==> config.mk <==
export PLATFORM = sky130hd
export DESIGN_NAME = sbtap_top
export DESIGN_NICKNAME = d
export VERILOG_FILES = /design/src/logic/sbtap_pkg.sv /design/src/logic/sbtap_fifo2.sv /design/src/logic/sbtap_top.sv
export SDC_FILE = /design/constraint.sdc
export NUM_CORES = 1
export LEC_CHECK = 0
export BUFFER_PORTS_ARGS = -buffer_cell sky130_fd_sc_hd__buf_4
export CAP_MARGIN = 20
export CORE_UTILIZATION = 30
export CTS_CLUSTER_SIZE = 30
export DETAILED_ROUTE_END_ITERATION = 8
export SETUP_SLACK_MARGIN = 0.15
export SLEW_MARGIN = 20
export SYNTH_ARGS = -nofsm -noshare
export SYNTH_HDL_FRONTEND = slang
export SYNTH_HIERARCHICAL = 1
export SYNTH_SLANG_ARGS = --single-unit
==> constraint.sdc <==
create_clock -name clk -period 28.7 [get_ports clk]
set_input_delay 5.74 -clock clk [delete_from_list [all_inputs] [get_ports clk]]
set_output_delay 5.74 -clock clk [all_outputs]
set_load 0.02 [all_outputs]
==> src/logic/sbtap_pkg.sv <==
/*
  constants and types shared by the boundary scan test port of the
  pipelined memory: register sizes, cell positions, fixed capture
  patterns, instruction codes and the one-hot controller states.
  assumes a single 40 mhz system clock samples the serial test pins.
*/
package sbtap_pkg;

  // scan register sizes and cell positions
  localparam int IR_W = 3; // instruction register width
  localparam int ID_W = 32; // identification register width
  localparam int BSR_LEN = 89; // boundary cells, ball-grid package
  localparam int OE_CELL = 88; // cell #89, output-tristate control
  localparam int DQ_W = 36; // output data cells at the bottom of the ring

  // fixed codes and patterns
  localparam logic [IR_W-1:0] IR_EXTEST = 3'h0; // external test code
  localparam logic [IR_W-1:0] IR_CAPTURE = 3'h1; // low two bits are 01
  localparam logic [IR_W-1:0] IR_IDCODE_DEF = 3'h1; // default id code
  localparam logic [IR_W-1:0] IR_SAMPLEZ_DEF = 3'h2; // default high-z sample
  localparam logic [IR_W-1:0] IR_SAMPLE_DEF = 3'h4; // default sample/preload
  localparam logic [IR_W-1:0] IR_BYPASS_DEF = 3'h7; // all ones is bypass

  // arbitrary neutral identification value, lsb marks presence
  localparam logic [ID_W-1:0] ID_VALUE_DEF = 32'h1234_5679;

  // test controller states, one-hot
  typedef enum logic [15:0] {
    ST_RESET = 16'h0001, // test logic reset
    ST_IDLE = 16'h0002, // run test idle
    ST_SEL_DR = 16'h0004,
    ST_CAP_DR = 16'h0008,
    ST_SH_DR = 16'h0010,
    ST_EX1_DR = 16'h0020,
    ST_PA_DR = 16'h0040,
    ST_EX2_DR = 16'h0080,
    ST_UPD_DR = 16'h0100,
    ST_SEL_IR = 16'h0200,
    ST_CAP_IR = 16'h0400,
    ST_SH_IR = 16'h0800,
    ST_EX1_IR = 16'h1000,
    ST_PA_IR = 16'h2000,
    ST_EX2_IR = 16'h4000,
    ST_UPD_IR = 16'h8000
  } sbtap_state_t;

endpackage

==> src/logic/sbtap_fifo2.sv <==
/*
  small valid/ready buffer held in flip-flops, two entries by default.
  assumes both sides run on the same clock; no crossing inside.
*/
`timescale 1ns/10ps
module sbtap_fifo2 #(
  parameter int W = 3, // word width
  parameter int DEPTH = 2 // entries, a power of two
) (
  // clock and reset
  input wire logic clk,
  input wire logic rst,
  // filling side
  input wire logic in_valid,
  output logic in_ready,
  input wire logic [W-1:0] in_data,
  // draining side
  output logic out_valid,
  input wire logic out_ready,
  output logic [W-1:0] out_data
);

  localparam int AW = (DEPTH > 1) ? $clog2(DEPTH) : 1; // pointer width
  localparam int CW = $clog2(DEPTH + 1); // count width
  localparam logic [CW-1:0] FULL = CW'(DEPTH); // count when full

  logic [W-1:0] mem_q [DEPTH]; // storage entries
  logic [AW-1:0] wr_q; // write index
  logic [AW-1:0] rd_q; // read index
  logic [CW-1:0] cnt_q; // words held
  logic push; // word accepted
  logic pop; // word delivered

  // honest flags straight from the count
  assign in_ready = (cnt_q != FULL);
  assign out_valid = (cnt_q != '0);
  assign out_data = mem_q[rd_q];
  assign push = in_valid & in_ready;
  assign pop = out_valid & out_ready;

  // storage write, no reset needed on data
  always_ff @(posedge clk) begin
    if (push) begin
      mem_q[wr_q] <= in_data;
    end
  end

  // pointers and count
  always_ff @(posedge clk or posedge rst) begin
    if (rst) begin
      wr_q <= '0;
      rd_q <= '0;
      cnt_q <= '0;
    end else begin
      if (push) begin
        wr_q <= wr_q + 1'b1; // wraps, depth is a power of two
      end
      if (pop) begin
        rd_q <= rd_q + 1'b1;
      end
      if (push && !pop) begin
        cnt_q <= cnt_q + 1'b1;
      end else if (pop && !push) begin
        cnt_q <= cnt_q - 1'b1;
      end
    end
  end

endmodule

==> src/logic/sbtap_top.sv <==
/*
  serial boundary scan test port of a pipelined memory: controller,
  instruction, bypass, identification and boundary scan registers,
  plus the output-pin override for external test and high-z sample.
  assumes the test clock, mode, data input and ring levels arrive
  from outside and are far slower than clk; the memory core drives
  core_out/core_oe and drains the instruction-update stream.
*/
`timescale 1ns/10ps

module sbtap_top
  import sbtap_pkg::*;
#(
  parameter logic [IR_W-1:0] IR_IDCODE = sbtap_pkg::IR_IDCODE_DEF,
  parameter logic [IR_W-1:0] IR_SAMPLEZ = sbtap_pkg::IR_SAMPLEZ_DEF,
  parameter logic [IR_W-1:0] IR_SAMPLE = sbtap_pkg::IR_SAMPLE_DEF,
  parameter logic [IR_W-1:0] IR_BYPASS = sbtap_pkg::IR_BYPASS_DEF,
  parameter logic [sbtap_pkg::ID_W-1:0] ID_VALUE = sbtap_pkg::ID_VALUE_DEF
) (
  // clock and reset
  input wire logic clk,
  input wire logic rst,
  // serial test pins from the board controller
  input wire logic tck,
  input wire logic tms,
  input wire logic tdi,
  output logic tdo,
  output logic tdo_oe,
  // i/o ring levels seen by the boundary cells
  input wire logic [sbtap_pkg::BSR_LEN-1:0] ring_in,
  // functional output path from the memory core
  input wire logic [sbtap_pkg::DQ_W-1:0] core_out,
  input wire logic core_oe,
  // output pads
  output logic [sbtap_pkg::DQ_W-1:0] pin_out,
  output logic pin_oe,
  // stream of updated instructions to the core
  output logic upd_valid,
  input wire logic upd_ready,
  output logic [sbtap_pkg::IR_W-1:0] upd_ir
);

  import sbtap_pkg::*;

  // synchronisers, stage 1 is read only by stage 2
  logic tck_s1, tck_s2, tck_s3;
  logic tms_s1, tms_s2;
  logic tdi_s1, tdi_s2;
  logic [BSR_LEN-1:0] ring_s1, ring_s2;

  logic tck_rise; // one-cycle enable, rising test clock
  logic tck_fall; // one-cycle enable, falling test clock

  sbtap_state_t state_q, state_d; // controller state

  logic [IR_W-1:0] ir_q; // current instruction
  logic [IR_W-1:0] ir_sr; // instruction shift stage
  logic byp_q; // bypass bit
  logic [ID_W-1:0] id_sr; // identification shift path
  logic [BSR_LEN-1:0] bsr_sr; // boundary shift cells
  logic [BSR_LEN-1:0] bsr_lat; // boundary preload latches
  logic tdo_q, tdo_oe_q; // serial output flops
  logic [DQ_W-1:0] pin_out_q; // pad data flops
  logic pin_oe_q; // pad enable flop

  logic sel_bsr, sel_id; // data register selection
  logic mode_extest, mode_highz; // pin override modes
  logic dr_lsb; // lsb of the selected data register

  logic push_pend_q; // update word waiting for buffer room
  logic [IR_W-1:0] push_word_q; // word waiting
  logic push_ready; // buffer can take a word

  // two flops on every outside level before any logic looks at it
  always_ff @(posedge clk or posedge rst) begin
    if (rst) begin
      tck_s1 <= 1'b0;
      tck_s2 <= 1'b0;
      tck_s3 <= 1'b0;
      tms_s1 <= 1'b1; // pulled-up pin idles high
      tms_s2 <= 1'b1;
      tdi_s1 <= 1'b1;
      tdi_s2 <= 1'b1;
      ring_s1 <= '0;
      ring_s2 <= '0;
    end else begin
      tck_s1 <= tck;
      tck_s2 <= tck_s1;
      tck_s3 <= tck_s2; // delayed copy for edge finding
      tms_s1 <= tms;
      tms_s2 <= tms_s1;
      tdi_s1 <= tdi;
      tdi_s2 <= tdi_s1;
      ring_s1 <= ring_in;
      ring_s2 <= ring_s1;
    end
  end

  // tms and tdi share the tck pipeline depth, so they line up
  assign tck_rise = tck_s2 & ~tck_s3;
  assign tck_fall = ~tck_s2 & tck_s3;

  // next controller state from tms
  always_comb begin
    state_d = state_q;
    unique case (state_q)
      ST_RESET: state_d = tms_s2 ? ST_RESET : ST_IDLE;
      ST_IDLE: state_d = tms_s2 ? ST_SEL_DR : ST_IDLE;
      ST_SEL_DR: state_d = tms_s2 ? ST_SEL_IR : ST_CAP_DR;
      ST_CAP_DR: state_d = tms_s2 ? ST_EX1_DR : ST_SH_DR;
      ST_SH_DR: state_d = tms_s2 ? ST_EX1_DR : ST_SH_DR;
      ST_EX1_DR: state_d = tms_s2 ? ST_UPD_DR : ST_PA_DR;
      ST_PA_DR: state_d = tms_s2 ? ST_EX2_DR : ST_PA_DR;
      ST_EX2_DR: state_d = tms_s2 ? ST_UPD_DR : ST_SH_DR;
      ST_UPD_DR: state_d = tms_s2 ? ST_SEL_DR : ST_IDLE;
      ST_SEL_IR: state_d = tms_s2 ? ST_RESET : ST_CAP_IR;
      ST_CAP_IR: state_d = tms_s2 ? ST_EX1_IR : ST_SH_IR;
      ST_SH_IR: state_d = tms_s2 ? ST_EX1_IR : ST_SH_IR;
      ST_EX1_IR: state_d = tms_s2 ? ST_UPD_IR : ST_PA_IR;
      ST_PA_IR: state_d = tms_s2 ? ST_EX2_IR : ST_PA_IR;
      ST_EX2_IR: state_d = tms_s2 ? ST_UPD_IR : ST_SH_IR;
      ST_UPD_IR: state_d = tms_s2 ? ST_SEL_DR : ST_IDLE;
      default: state_d = ST_RESET; // illegal code recovers to reset
    endcase
  end

  // controller advances on each test clock rise only
  always_ff @(posedge clk or posedge rst) begin
    if (rst) begin
      state_q <= ST_RESET; // power-up lands in test logic reset
    end else if (tck_rise) begin
      state_q <= state_d; // any state reaches reset in five tms-highs
    end
  end

  // selection decode; reserved codes fall back to bypass
  assign mode_extest = (ir_q == IR_EXTEST);
  assign mode_highz = (ir_q == IR_SAMPLEZ);
  assign sel_bsr = mode_extest | mode_highz | (ir_q == IR_SAMPLE);
  assign sel_id = (ir_q == IR_IDCODE);
  assign dr_lsb = sel_bsr ? bsr_sr[0] : (sel_id ? id_sr[0] : byp_q);

  // instruction register: capture, shift, update
  always_ff @(posedge clk or posedge rst) begin
    if (rst) begin
      ir_q <= IR_IDCODE;
      ir_sr <= IR_CAPTURE;
    end else if (state_q == ST_RESET) begin
      // held for the whole stay in reset, not just at a tck rise, so no
      // stale extest keeps driving pads while the controller sits there
      ir_q <= IR_IDCODE;
    end else if (tck_rise) begin
      if (state_q == ST_CAP_IR) begin
        ir_sr <= IR_CAPTURE;
      end else if (state_q == ST_SH_IR) begin
        ir_sr <= {tdi_s2, ir_sr[IR_W-1:1]}; // msb in, lsb out
      end
      if (state_q == ST_UPD_IR) begin
        ir_q <= ir_sr; // only now does it take effect
      end
    end
  end

  // bypass bit
  always_ff @(posedge clk or posedge rst) begin
    if (rst) begin
      byp_q <= 1'b0;
    end else if (tck_rise && !sel_bsr && !sel_id) begin
      if (state_q == ST_CAP_DR) begin
        byp_q <= 1'b0;
      end else if (state_q == ST_SH_DR) begin
        byp_q <= tdi_s2;
      end
    end
  end

  // identification path
  always_ff @(posedge clk or posedge rst) begin
    if (rst) begin
      id_sr <= '0;
    end else if (tck_rise && sel_id) begin
      if (state_q == ST_CAP_DR) begin
        id_sr <= ID_VALUE;
      end else if (state_q == ST_SH_DR) begin
        id_sr <= {tdi_s2, id_sr[ID_W-1:1]};
      end
    end
  end

  // boundary shift cells; ring levels are sampled, may be mid-change
  always_ff @(posedge clk or posedge rst) begin
    if (rst) begin
      bsr_sr <= '0;
    end else if (tck_rise && sel_bsr) begin
      if (state_q == ST_CAP_DR) begin
        bsr_sr <= ring_s2; // all 89 pins at once
      end else if (state_q == ST_SH_DR) begin
        bsr_sr <= {tdi_s2, bsr_sr[BSR_LEN-1:1]};
      end
    end
  end

  // preload latches; shifting never disturbs them until update
  always_ff @(posedge clk or posedge rst) begin
    if (rst) begin
      bsr_lat <= '0;
      bsr_lat[OE_CELL] <= 1'b1;
    end else if (state_q == ST_RESET) begin
      bsr_lat[OE_CELL] <= 1'b1; // level while in reset
    end else if (tck_rise && state_q == ST_UPD_DR && sel_bsr) begin
      bsr_lat <= bsr_sr;
    end
  end

  // serial output changes on the falling edge only
  always_ff @(posedge clk or posedge rst) begin
    if (rst) begin
      tdo_q <= 1'b0;
      tdo_oe_q <= 1'b0; // undriven from power-up
    end else if (tck_fall) begin
      tdo_oe_q <= (state_q == ST_SH_IR) || (state_q == ST_SH_DR);
      tdo_q <= (state_q == ST_SH_IR) ? ir_sr[0] : dr_lsb;
    end
  end

  assign tdo = tdo_q;
  assign tdo_oe = tdo_oe_q;

  // pad override; the functional path is untouched otherwise, so a
  // port reset never interrupts memory cycles
  always_ff @(posedge clk or posedge rst) begin
    if (rst) begin
      pin_out_q <= '0;
      pin_oe_q <= 1'b0;
    end else if (mode_extest) begin
      pin_out_q <= bsr_lat[DQ_W-1:0];
      pin_oe_q <= bsr_lat[OE_CELL]; // one drives, zero floats
    end else if (mode_highz) begin
      pin_out_q <= core_out;
      pin_oe_q <= 1'b0; // held until another update or a reset
    end else begin
      pin_out_q <= core_out;
      pin_oe_q <= core_oe;
    end
  end

  assign pin_out = pin_out_q;
  assign pin_oe = pin_oe_q;

  // each update-ir word waits here until the buffer has room; a second
  // update during a long stall replaces the waiting word
  always_ff @(posedge clk or posedge rst) begin
    if (rst) begin
      push_pend_q <= 1'b0;
      push_word_q <= IR_IDCODE;
    end else if (tck_rise && state_q == ST_UPD_IR) begin
      push_pend_q <= 1'b1; // set wins over the drain
      push_word_q <= ir_sr;
    end else if (push_ready) begin
      push_pend_q <= 1'b0;
    end
  end

  // two entries plus the waiting word, so a core stall loses no word until a fourth update replaces the waiting one
  sbtap_fifo2 #(
    .W(IR_W),
    .DEPTH(2)
  ) u_upd_buf (
    .clk(clk),
    .rst(rst),
    .in_valid(push_pend_q),
    .in_ready(push_ready),
    .in_data(push_word_q),
    .out_valid(upd_valid),
    .out_ready(upd_ready),
    .out_data(upd_ir)
  );

endmodule

## After elaboration in Yosys (flattened, before gate mapping)

Memories as Yosys holds them, arrays and structs flattened.
Index checks and enable logic that the tools add are counted.

- Bits in registers: 465
- RAM bits: 6
- Bits of input ports: 132
- Output and inout port bits: 43
- Word-level logic and storage cells: 130
- Memories kept: 1

Memory list:

| memory | words | bits a word | read ports | clocked after Yosys merged registers in | wr ports | RTL line | RTL |
|---|---|---|---|---|---|---|---|
| u_upd_buf.mem_q | 2 | 3 | 1 | 0 | 1 | sbtap_fifo2.sv:27 | `logic [W-1:0] mem_q [DEPTH];` |

- $add $sub $neg: 4
- Eq/ne operators: 20
- Muxes and demuxes: 38
- Bitwise gates (word level): 9
- Reductions and logical operators: 32

Operators with widths:

| operator | count |
|---|---|
| $mux 89 | 3 |
| $pmux 16 s12 | 1 |
| $mux 32 | 2 |
| $mux 36 | 1 |
| $mux 16 | 2 |
| $mux 3 | 6 |
| $mux 9 | 2 |
| $eq 16x1->1 const B | 1 |
| $eq 16x10->1 const B | 1 |
| $eq 16x11->1 const B | 1 |
| $eq 16x12->1 const B | 1 |
| $eq 16x13->1 const B | 1 |
| $eq 16x14->1 const B | 1 |
| $eq 16x15->1 const B | 1 |
| $eq 16x16->1 const B | 1 |
| $eq 16x2->1 const B | 1 |
| $eq 16x3->1 const B | 1 |
| $eq 16x4->1 const B | 1 |
| $eq 16x5->1 const B | 1 |
| $eq 16x6->1 const B | 1 |
| $eq 16x7->1 const B | 1 |
| $eq 16x8->1 const B | 1 |
| $eq 16x9->1 const B | 1 |
| $reduce_bool 2->1 | 8 |
| other kinds (26) | 62 |

## Depth between registers and ports, before layout

Gate-level depths: netlist of the first run.

- Depth after elaboration: 7
- Mapped depth: 9

## Cells and area by module

Netlist of the first run, hierarchy kept.

Modules (own cells, without submodules):

| module | instances | cells each | area an instance (sq um) | seq. area each (sq um) |
|---|---|---|---|---|
| sbtap_top | 1 | 1086 | 14604.0 | 10246.1 |
| sbtap_fifo2 | 1 | 28 | 429.2 | 280.3 |

## Worst setup path before layout of the first run

No wires, ideal clock.

- Kind: register to output
- Start: reg u_upd_buf.rd_q
- End: out upd_ir[0] (netlist bit)
- Arrival time: 0.784 ns
- Data required time: 22.960 ns
- Setup slack: 22.176 ns
- Cell stages (with the launch flop): 2
- Path buffers: 0
- Path through: dfrtp_1 -> mux2_2

- Word-level cells in the longest chain between the ends: 1

Ends and longest elaborated chain:

| what | RTL line | RTL |
|---|---|---|
| start, declared | sbtap_fifo2.sv:29 | `logic [AW-1:0] rd_q;` |
| start signal, assigned | sbtap_fifo2.sv:59 | `rd_q <= rd_q + 1'b1;` |
| $mem_v2 2x3 | -- |  |
| end, declared | sbtap_top.sv:40 | `output logic [sbtap_pkg::IR_W-1:0] upd_ir` |

Every way passes these cells.

## Worst setup path after layout of the first run

- Start: reg u_upd_buf.rd_q
- End: out upd_ir[1] (netlist bit)

Same word-level chain as after synthesis.

==> results.json, run 1 <==
{
  "cts_repair_resize_count": 0,
  "slew_headroom": 0.2925,
  "routed.top_layer": "met4",
  "grt-ovfl-total": 0,
  "drc": 0,
  "final_util": 0.3741,
  "slew_viol_final": 0,
  "avgViaCountPerCell": 4.414,
  "start_util": 0.3058,
  "area_delta_synth_final_pct": 22.31,
  "worstMarginPinSlew_ns": 1.061,
  "ant_nets": 0,
  "fin_tns_setup_ns": 0,
  "die_h_um": 225.9,
  "async_flop_share": 0.9857,
  "postCtsSetupBuffers": 0,
  "cp_num_buf_inv": 1,
  "grt_use_total": 0.1165,
  "dieWidth_um": 225.9,
  "route.met2.wl_mm": 13.64,
  "min_period_ns": 7.201,
  "fin_area_sq_um": 18390,
  "fillCellCount": 4742,
  "post-dp-hpwl_mm": 18.16,
  "setup_slack_ns": 21.50,
  "die_area_sq_um": 51010,
  "clkLatencyLatePin_ns": 0.58,
  "multi_input_area_sq_um": 4105,
  "arrival_ns": 1.46,
  "grt_pass1_vias": 8962,
  "clkPwrFrac": 0.448,
  "hold_viol_final": 0,
  "synth_area_sq_um": 15030,
  "final_nets": 1413,
  "ys_warn_count": 6,
  "instances_no_fill": 1979,
  "cts_max_level": 2,
  "ys.flop_type": "dfrtp_1",
  "netlist_instances": 1114,
  "setup_viol": 0,
  "syn_nets": 1247,
  "drt-total-wl_mm": 28.87,
  "r2r_slack_ns": 25.10,
  "max_freq_mhz": 138.9,
  "rsz0062_at_grt": "no",
  "seq_area_frac_synth": 0.7002,
  "whs_path_depth": 0,
  "period_share": 0.2509,
  "wl_per_cell_um": 14.59,
  "synth-edff-count": 6,
  "cts.clk_slew.worst_paths_ns": 0.06,
  "vias": 8736,
  "placed_area_sq_um": 16890,
  "critical_path.endpoint": "upd_ir[1]",
  "cpPeakStageDelay_ns": 0.42,
  "drt-initial-drc-count": 545,
  "dp.cells": 1896,
  "cp_cell_sequence": "mux2_2 -> buf_4",
  "critPathMaxFanout": 4,
  "core_area_sq_um": 49150,
  "intPower_uw": 989.5,
  "cts_buffers": 46,
  "port_buffers": 174,
  "pre_cts_ws_ns": 21.05,
  "p_leak_uw": 0.008049,
  "crit_path_end_kind": "primary output",
  "synth_area_per_cell_sq_um": 13.49,
  "ctsHoldBuffers": 0,
  "finClkSkew_ns": 0.05683,
  "clockBufferDepth": 3,
  "placementRows": 81,
  "clockRootBuffer": "clkbuf_16",
  "yosys.area.top_type_share": 0.6725,
  "max-vdd-ir-drop_v": 0.00004754,
  "cp_num_cells": 2,
  "yosys_register_bits": 419,
  "drive_gt1_frac": 0.2648,
  "synth.largest_area_cell": "dfrtp_1",
  "met3_length_mm": 1.344,
  "cp.required_ns": 22.96,
  "reg2reg_depth": 6,
  "hold_path_class": "register to register",
  "maxCapViolCount": 0,
  "crit-reg2reg-capture": "bsr_sr[68]",
  "ys_types": 58,
  "ioPinCount": 175,
  "wl_met1_mm": 13.12,
  "cts.sinks": 419,
  "powerDensity_nw_per_um2": 69.43,
  "critPathTopFamily": "flip-flops",
  "netSwitchingPower_uw": 287.0,
  "status": "finished, final reports clean",
  "swShare": 0.2248,
  "startpoint_type": "register",
  "grt_pass1_wl_mm": 47.58,
  "grt_max_degree": 136,
  "cts_tree": "done",
  "antenna_found_initial": 1,
  "first_pass_iters": 4,
  "place_congestion": 0.7634,
  "crit_path_start": "u_upd_buf/rd_q",
  "power_frac_seq": 0.492,
  "cp_slowest_cell": "dfrtp_1",
  "synth_area_leaders": "dfrtp_1 (67%), mux2i_1 (6.3%), mux2_2 (5.2%)",
  "power_frac_comb": 0.059,
  "reg2reg_from": "state_q[10]",
  "path_class": "register to primary output",
  "register_area_sq_um": 10530
}
## power groups by stage
stage / Sequential (uW) / Clock [uW] / Combinational (uW)
after floorplan: 636 / 0 / 47.3
after global placement: 638 / 0 / 76.6
after detailed placement: 639 / 0 / 77.3
after CTS: 628 / 595 / 77.5
after global routing: 630 / 620 / 85.0
final: 628 / 572 / 75.9
## sequential cells by signal (all words and copies together) (netlist names), 2 cells and up
register and cells:
ring_s1 89, ir_q 3, id_sr 32, pin_out 36, bsr_lat 37, state_q 16
ring_s2 89, bsr_sr 89, u_upd_buf/mem_q 6, u_upd_buf/cnt_q 2, push_word_q 3, ir_sr 3
## cells in the final DEF (no fill, tap or decap), types with 8 or more instances in the layout
| cell | count |
|---|---|
| o21ai_1 | 56 |
| mux2_2 | 69 |
| nor2_1 | 48 |
| nor3_1 | 23 |
| nand2_1 | 159 |
| nand4_1 | 14 |
| nand3_1 | 22 |
| clkbuf_16 | 46 |
| buf_4 | 184 |
| dfstp_2 | 9 |
| mux2i_1 | 94 |
| clkbuf_1 | 14 |
| dfrtp_1 | 404 |
| inv_1 | 8 |
| clkbuf_8 | 9 |
| o21ai_0 | 48 |
## cell type report
type,instances,area share
repair buffers,185,0.07574
flip-flops and latches,419,0.5725
diodes,1,0.0001361
multi-input cells,619,0.2233
inverters,9,0.002246
well taps,664,0.04518
clock buffers,69,0.07220
clock inverters,13,0.008778
## Yosys cell counts (all sizes together), types with 2 or more instances
cell type,count
a31oi,3
buf,32
dfstp,9
o31ai,6
mux2,76
o41ai,2
a22o,2
edfxtp,6
dfrtp,404
nor3,24
xor2,5
xnor2,5
nand3,22
o2bb2ai,2
nand2b,3
nand2,160
and3,2
a21oi,5
nor2,49
nor2b,2
or4,4
o21ai,104
nor4b,7
or2,2
nand4,14
inv,9
or3,5
mux2i,94
nor4,7
clkbuf,35
## worst reg2reg max path, cell delays in order (launching register included)
cell     delay, ns
dfrtp_1       0.52
or4_4         0.59
nor2_4        0.19
and4_4        0.79
buf_4         0.89
mux2i_1       0.38
o21ai_0       0.11
## logic make-up (layout without fill, tap and decap cells)
family,count (synthesis),after routing,synth area share
multiplexers,170,170,0.1195
adder cells (fa/ha/maj),1,1,0.0008322
AO/OA/AOI/OAI,133,133,0.04894
AND/OR/NAND/NOR,305,305,0.09646
other,0,1,0
flip-flops,419,419,0.7002
XOR/XNOR,10,10,0.005826
buffers and inverters,76,276,0.02821
## routing by layer
| layer | vias to the layer above | track usage |
|---|---|---|
| met5 | - | 0 |
| met4 | 0 | 0.04126 |
| met3 | 52 | 0.02758 |
| met2 | 173 | 0.1841 |
| met1 | 4358 | 0.1558 |
| li1 | 4153 | - |
## metrics by stage
stage          hold slack, ns  power, uW
6_report               0.3392       1277
5_1_grt                0.3492       1335
4_1_cts                0.3375       1301
3_5_place_dp           0.3347      716.3
3_3_place_gp           0.3331      714.7
2_1_floorplan          0.3312      683.6
## worst min path at each step
stage / slack, ns / endpoint / from
2_1_floorplan: 0.33 / ring_s2[0] / ring_s1[0]
3_5_place_dp: 0.33 / ring_s2[13] / ring_s1[13]
5_1_grt: 0.35 / ring_s2[54] / ring_s1[54]
4_1_cts: 0.34 / ring_s2[20] / ring_s1[20]
6_report: 0.34 / ring_s2[20] / ring_s1[20]
3_3_place_gp: 0.33 / ring_s2[26] / ring_s1[26]
Note: power is estimated with default switching activity, not from simulation.
==> run 2: changes to the inputs <==
Clock period 28.7 ns to 7.1 ns, I/O delays scaled along.
==> results.json, run 2 (synthesis gave the netlist of run 1 again) <==
{
  "placementRows": 81,
  "core_area_sq_um": 49150,
  "hold_path_class": "register to register",
  "path_class": "register to register",
  "max-vdd-ir-drop_v": 0.0002066,
  "cts_buffers": 45,
  "die_h_um": 225.9,
  "cpPeakStageDelay_ns": 0.87,
  "ioPinCount": 175,
  "grt_pass1_wl_mm": 47.32,
  "cts.sinks": 419,
  "place_congestion": 0.8281,
  "ctsHoldBuffers": 0,
  "pre_cts_ws_ns": 3.469,
  "worstMarginPinSlew_ns": 0.9851,
  "startpoint_type": "register",
  "avgViaCountPerCell": 4.364,
  "fin_tns_setup_ns": 0,
  "cp_slowest_cell": "buf_4",
  "slew_headroom": 0.3433,
  "drc": 0,
  "postCtsSetupBuffers": 0,
  "ant_nets": 0,
  "critPathTopFamily": "simple AND/OR/NAND/NOR gates",
  "use_met1": 0.1619,
  "cts_max_level": 2,
  "p_leak_uw": 0.008116,
  "drive_gt1_frac": 0.2717,
  "first_pass_iters": 6,
  "setup_slack_ns": 3.499,
  "instances_no_fill": 1978,
  "crit_path_end_kind": "register",
  "powerDensity_nw_per_um2": 288.2,
  "die_area_sq_um": 51010,
  "slew_viol_final": 0,
  "post-dp-hpwl_mm": 18.30,
  "clockBufferDepth": 3,
  "rsz0062_at_grt": "no",
  "grt_max_degree": 189,
  "grt-ovfl-total": 0,
  "final_util": 0.3779,
  "critPathMaxFanout": 61,
  "clockRootBuffer": "clkbuf_16",
  "grt_use_total": 0.1167,
  "wl_per_cell_um": 14.75,
  "setup_viol": 0,
  "min_period_ns": 3.601,
  "cts_repair_resize_count": 0,
  "max_freq_mhz": 277.7,
  "clkLatencyLatePin_ns": 0.57,
  "dieWidth_um": 225.9,
  "use_met3": 0.02472,
  "antenna_cells": 0,
  "period_share": 0.5072,
  "grt_pass1_vias": 8688,
  "grt_use_met2": 0.1798,
  "cp_cell_sequence": "or4_4 -> nor2_4 -> and4_4 -> buf_4 -> mux2i_1 -> o21ai_0",
  "drt-total-wl_mm": 29.17,
  "finClkSkew_ns": 0.02333,
  "start_util": 0.3058,
  "port_buffers": 174,
  "status": "finished, final reports clean",
  "hold_viol_final": 0,
  "cts.clk_slew.worst_paths_ns": 0.06,
  "reg.largest.list": "bsr_sr (89), ring_s1 (89), ring_s2 (89)",
  "arrival_ns": 4.00,
  "cts_tree": "done",
  "grt_busiest_layer": "met2",
  "cp.required_ns": 7.50,
  "vias": 8632,
  "dp.cells": 1895,
  "drt-initial-drc-count": 617,
  "cp_num_buf_inv": 1,
  "area_delta_synth_final_pct": 23.55,
  "layout_commonest_cell": "dfrtp_1",
  "antenna_found_initial": 0,
  "maxCapViolCount": 0,
  "final_nets": 1413,
  "layout_common_cells": "dfrtp_1 (404), buf_4 (182), nand2_1 (159)"
}
[run 2: changes by cell type in the layout (fill, tap and decap cells not counted), moves of 2 or more]
cell / delta
clkinvlp_4: +5
bufinv_16: +5
buf_12: +2
inv_6: +2
clkinv_8: +2
clkbuf_8: -3
clkinv_2: -3
buf_4: -2
buf_16: +2
clkbuf_1: -8
[run 2: per-layer routing]
metal / part of all wire / vias to the layer above
met5: 0 / -
met4: 0.021 / 0
met3: 0.050 / 45
met2: 0.47 / 186
met1: 0.46 / 4261
li1: - / 4140
[run 2: final cells by class]
cell class                 instances  area, sq um
timing repair buffer             186         1461
tap                              664        830.8
fill                            4682        30580
clock inverter                    23        355.3
multi-input combinational        619         4106
inverter                           9        37.54
sequential                       419        10530
clock buffer                      58         1256
[run 2: final timing paths]
kind	start	depth (start not counted)	slack (ns)	end
setup / recovery	state_q[10]	6	3.50	bsr_sr[65]
hold / removal	ring_s1[49]	0	0.34	ring_s2[49]
setup reg to reg	state_q[10]	6	3.50	bsr_sr[65]
hold reg to reg	ring_s1[49]	0	0.34	ring_s2[49]
max in group asynchronous	rst	4	4.62	ring_s2[36]
min in group asynchronous	rst	2	0.77	u_upd_buf/cnt_q[0]
[run 2: power breakdown]
| part | internal (uW) | total (uW) | switching, uW |
|---|---|---|---|
| Clock | 1520 | 2490 | 970 |
| Sequential | 2480 | 2540 | 57.5 |
| Combinational | 149 | 320 | 171 |
[run 2: worst reg2reg max path, cell delays in order, from the launching register on]
cell	delay, ns
dfrtp_1	0.52
or4_4	0.60
nor2_4	0.18
and4_4	0.79
buf_4	0.91
mux2i_1	0.32
o21ai_0	0.11
[run 2: stage by stage]
stage | total power, uW | instance area (sq um) | hold slack (ns)
floorplan | 2764 | 15040 | 0.3312
global placement | 2902 | 16910 | 0.3334
detailed placement | 2904 | 16910 | 0.3347
CTS | 5431 | 18520 | 0.3445
global route | 5576 | 18570 | 0.3539
finish | 5353 | 18570 | 0.3445
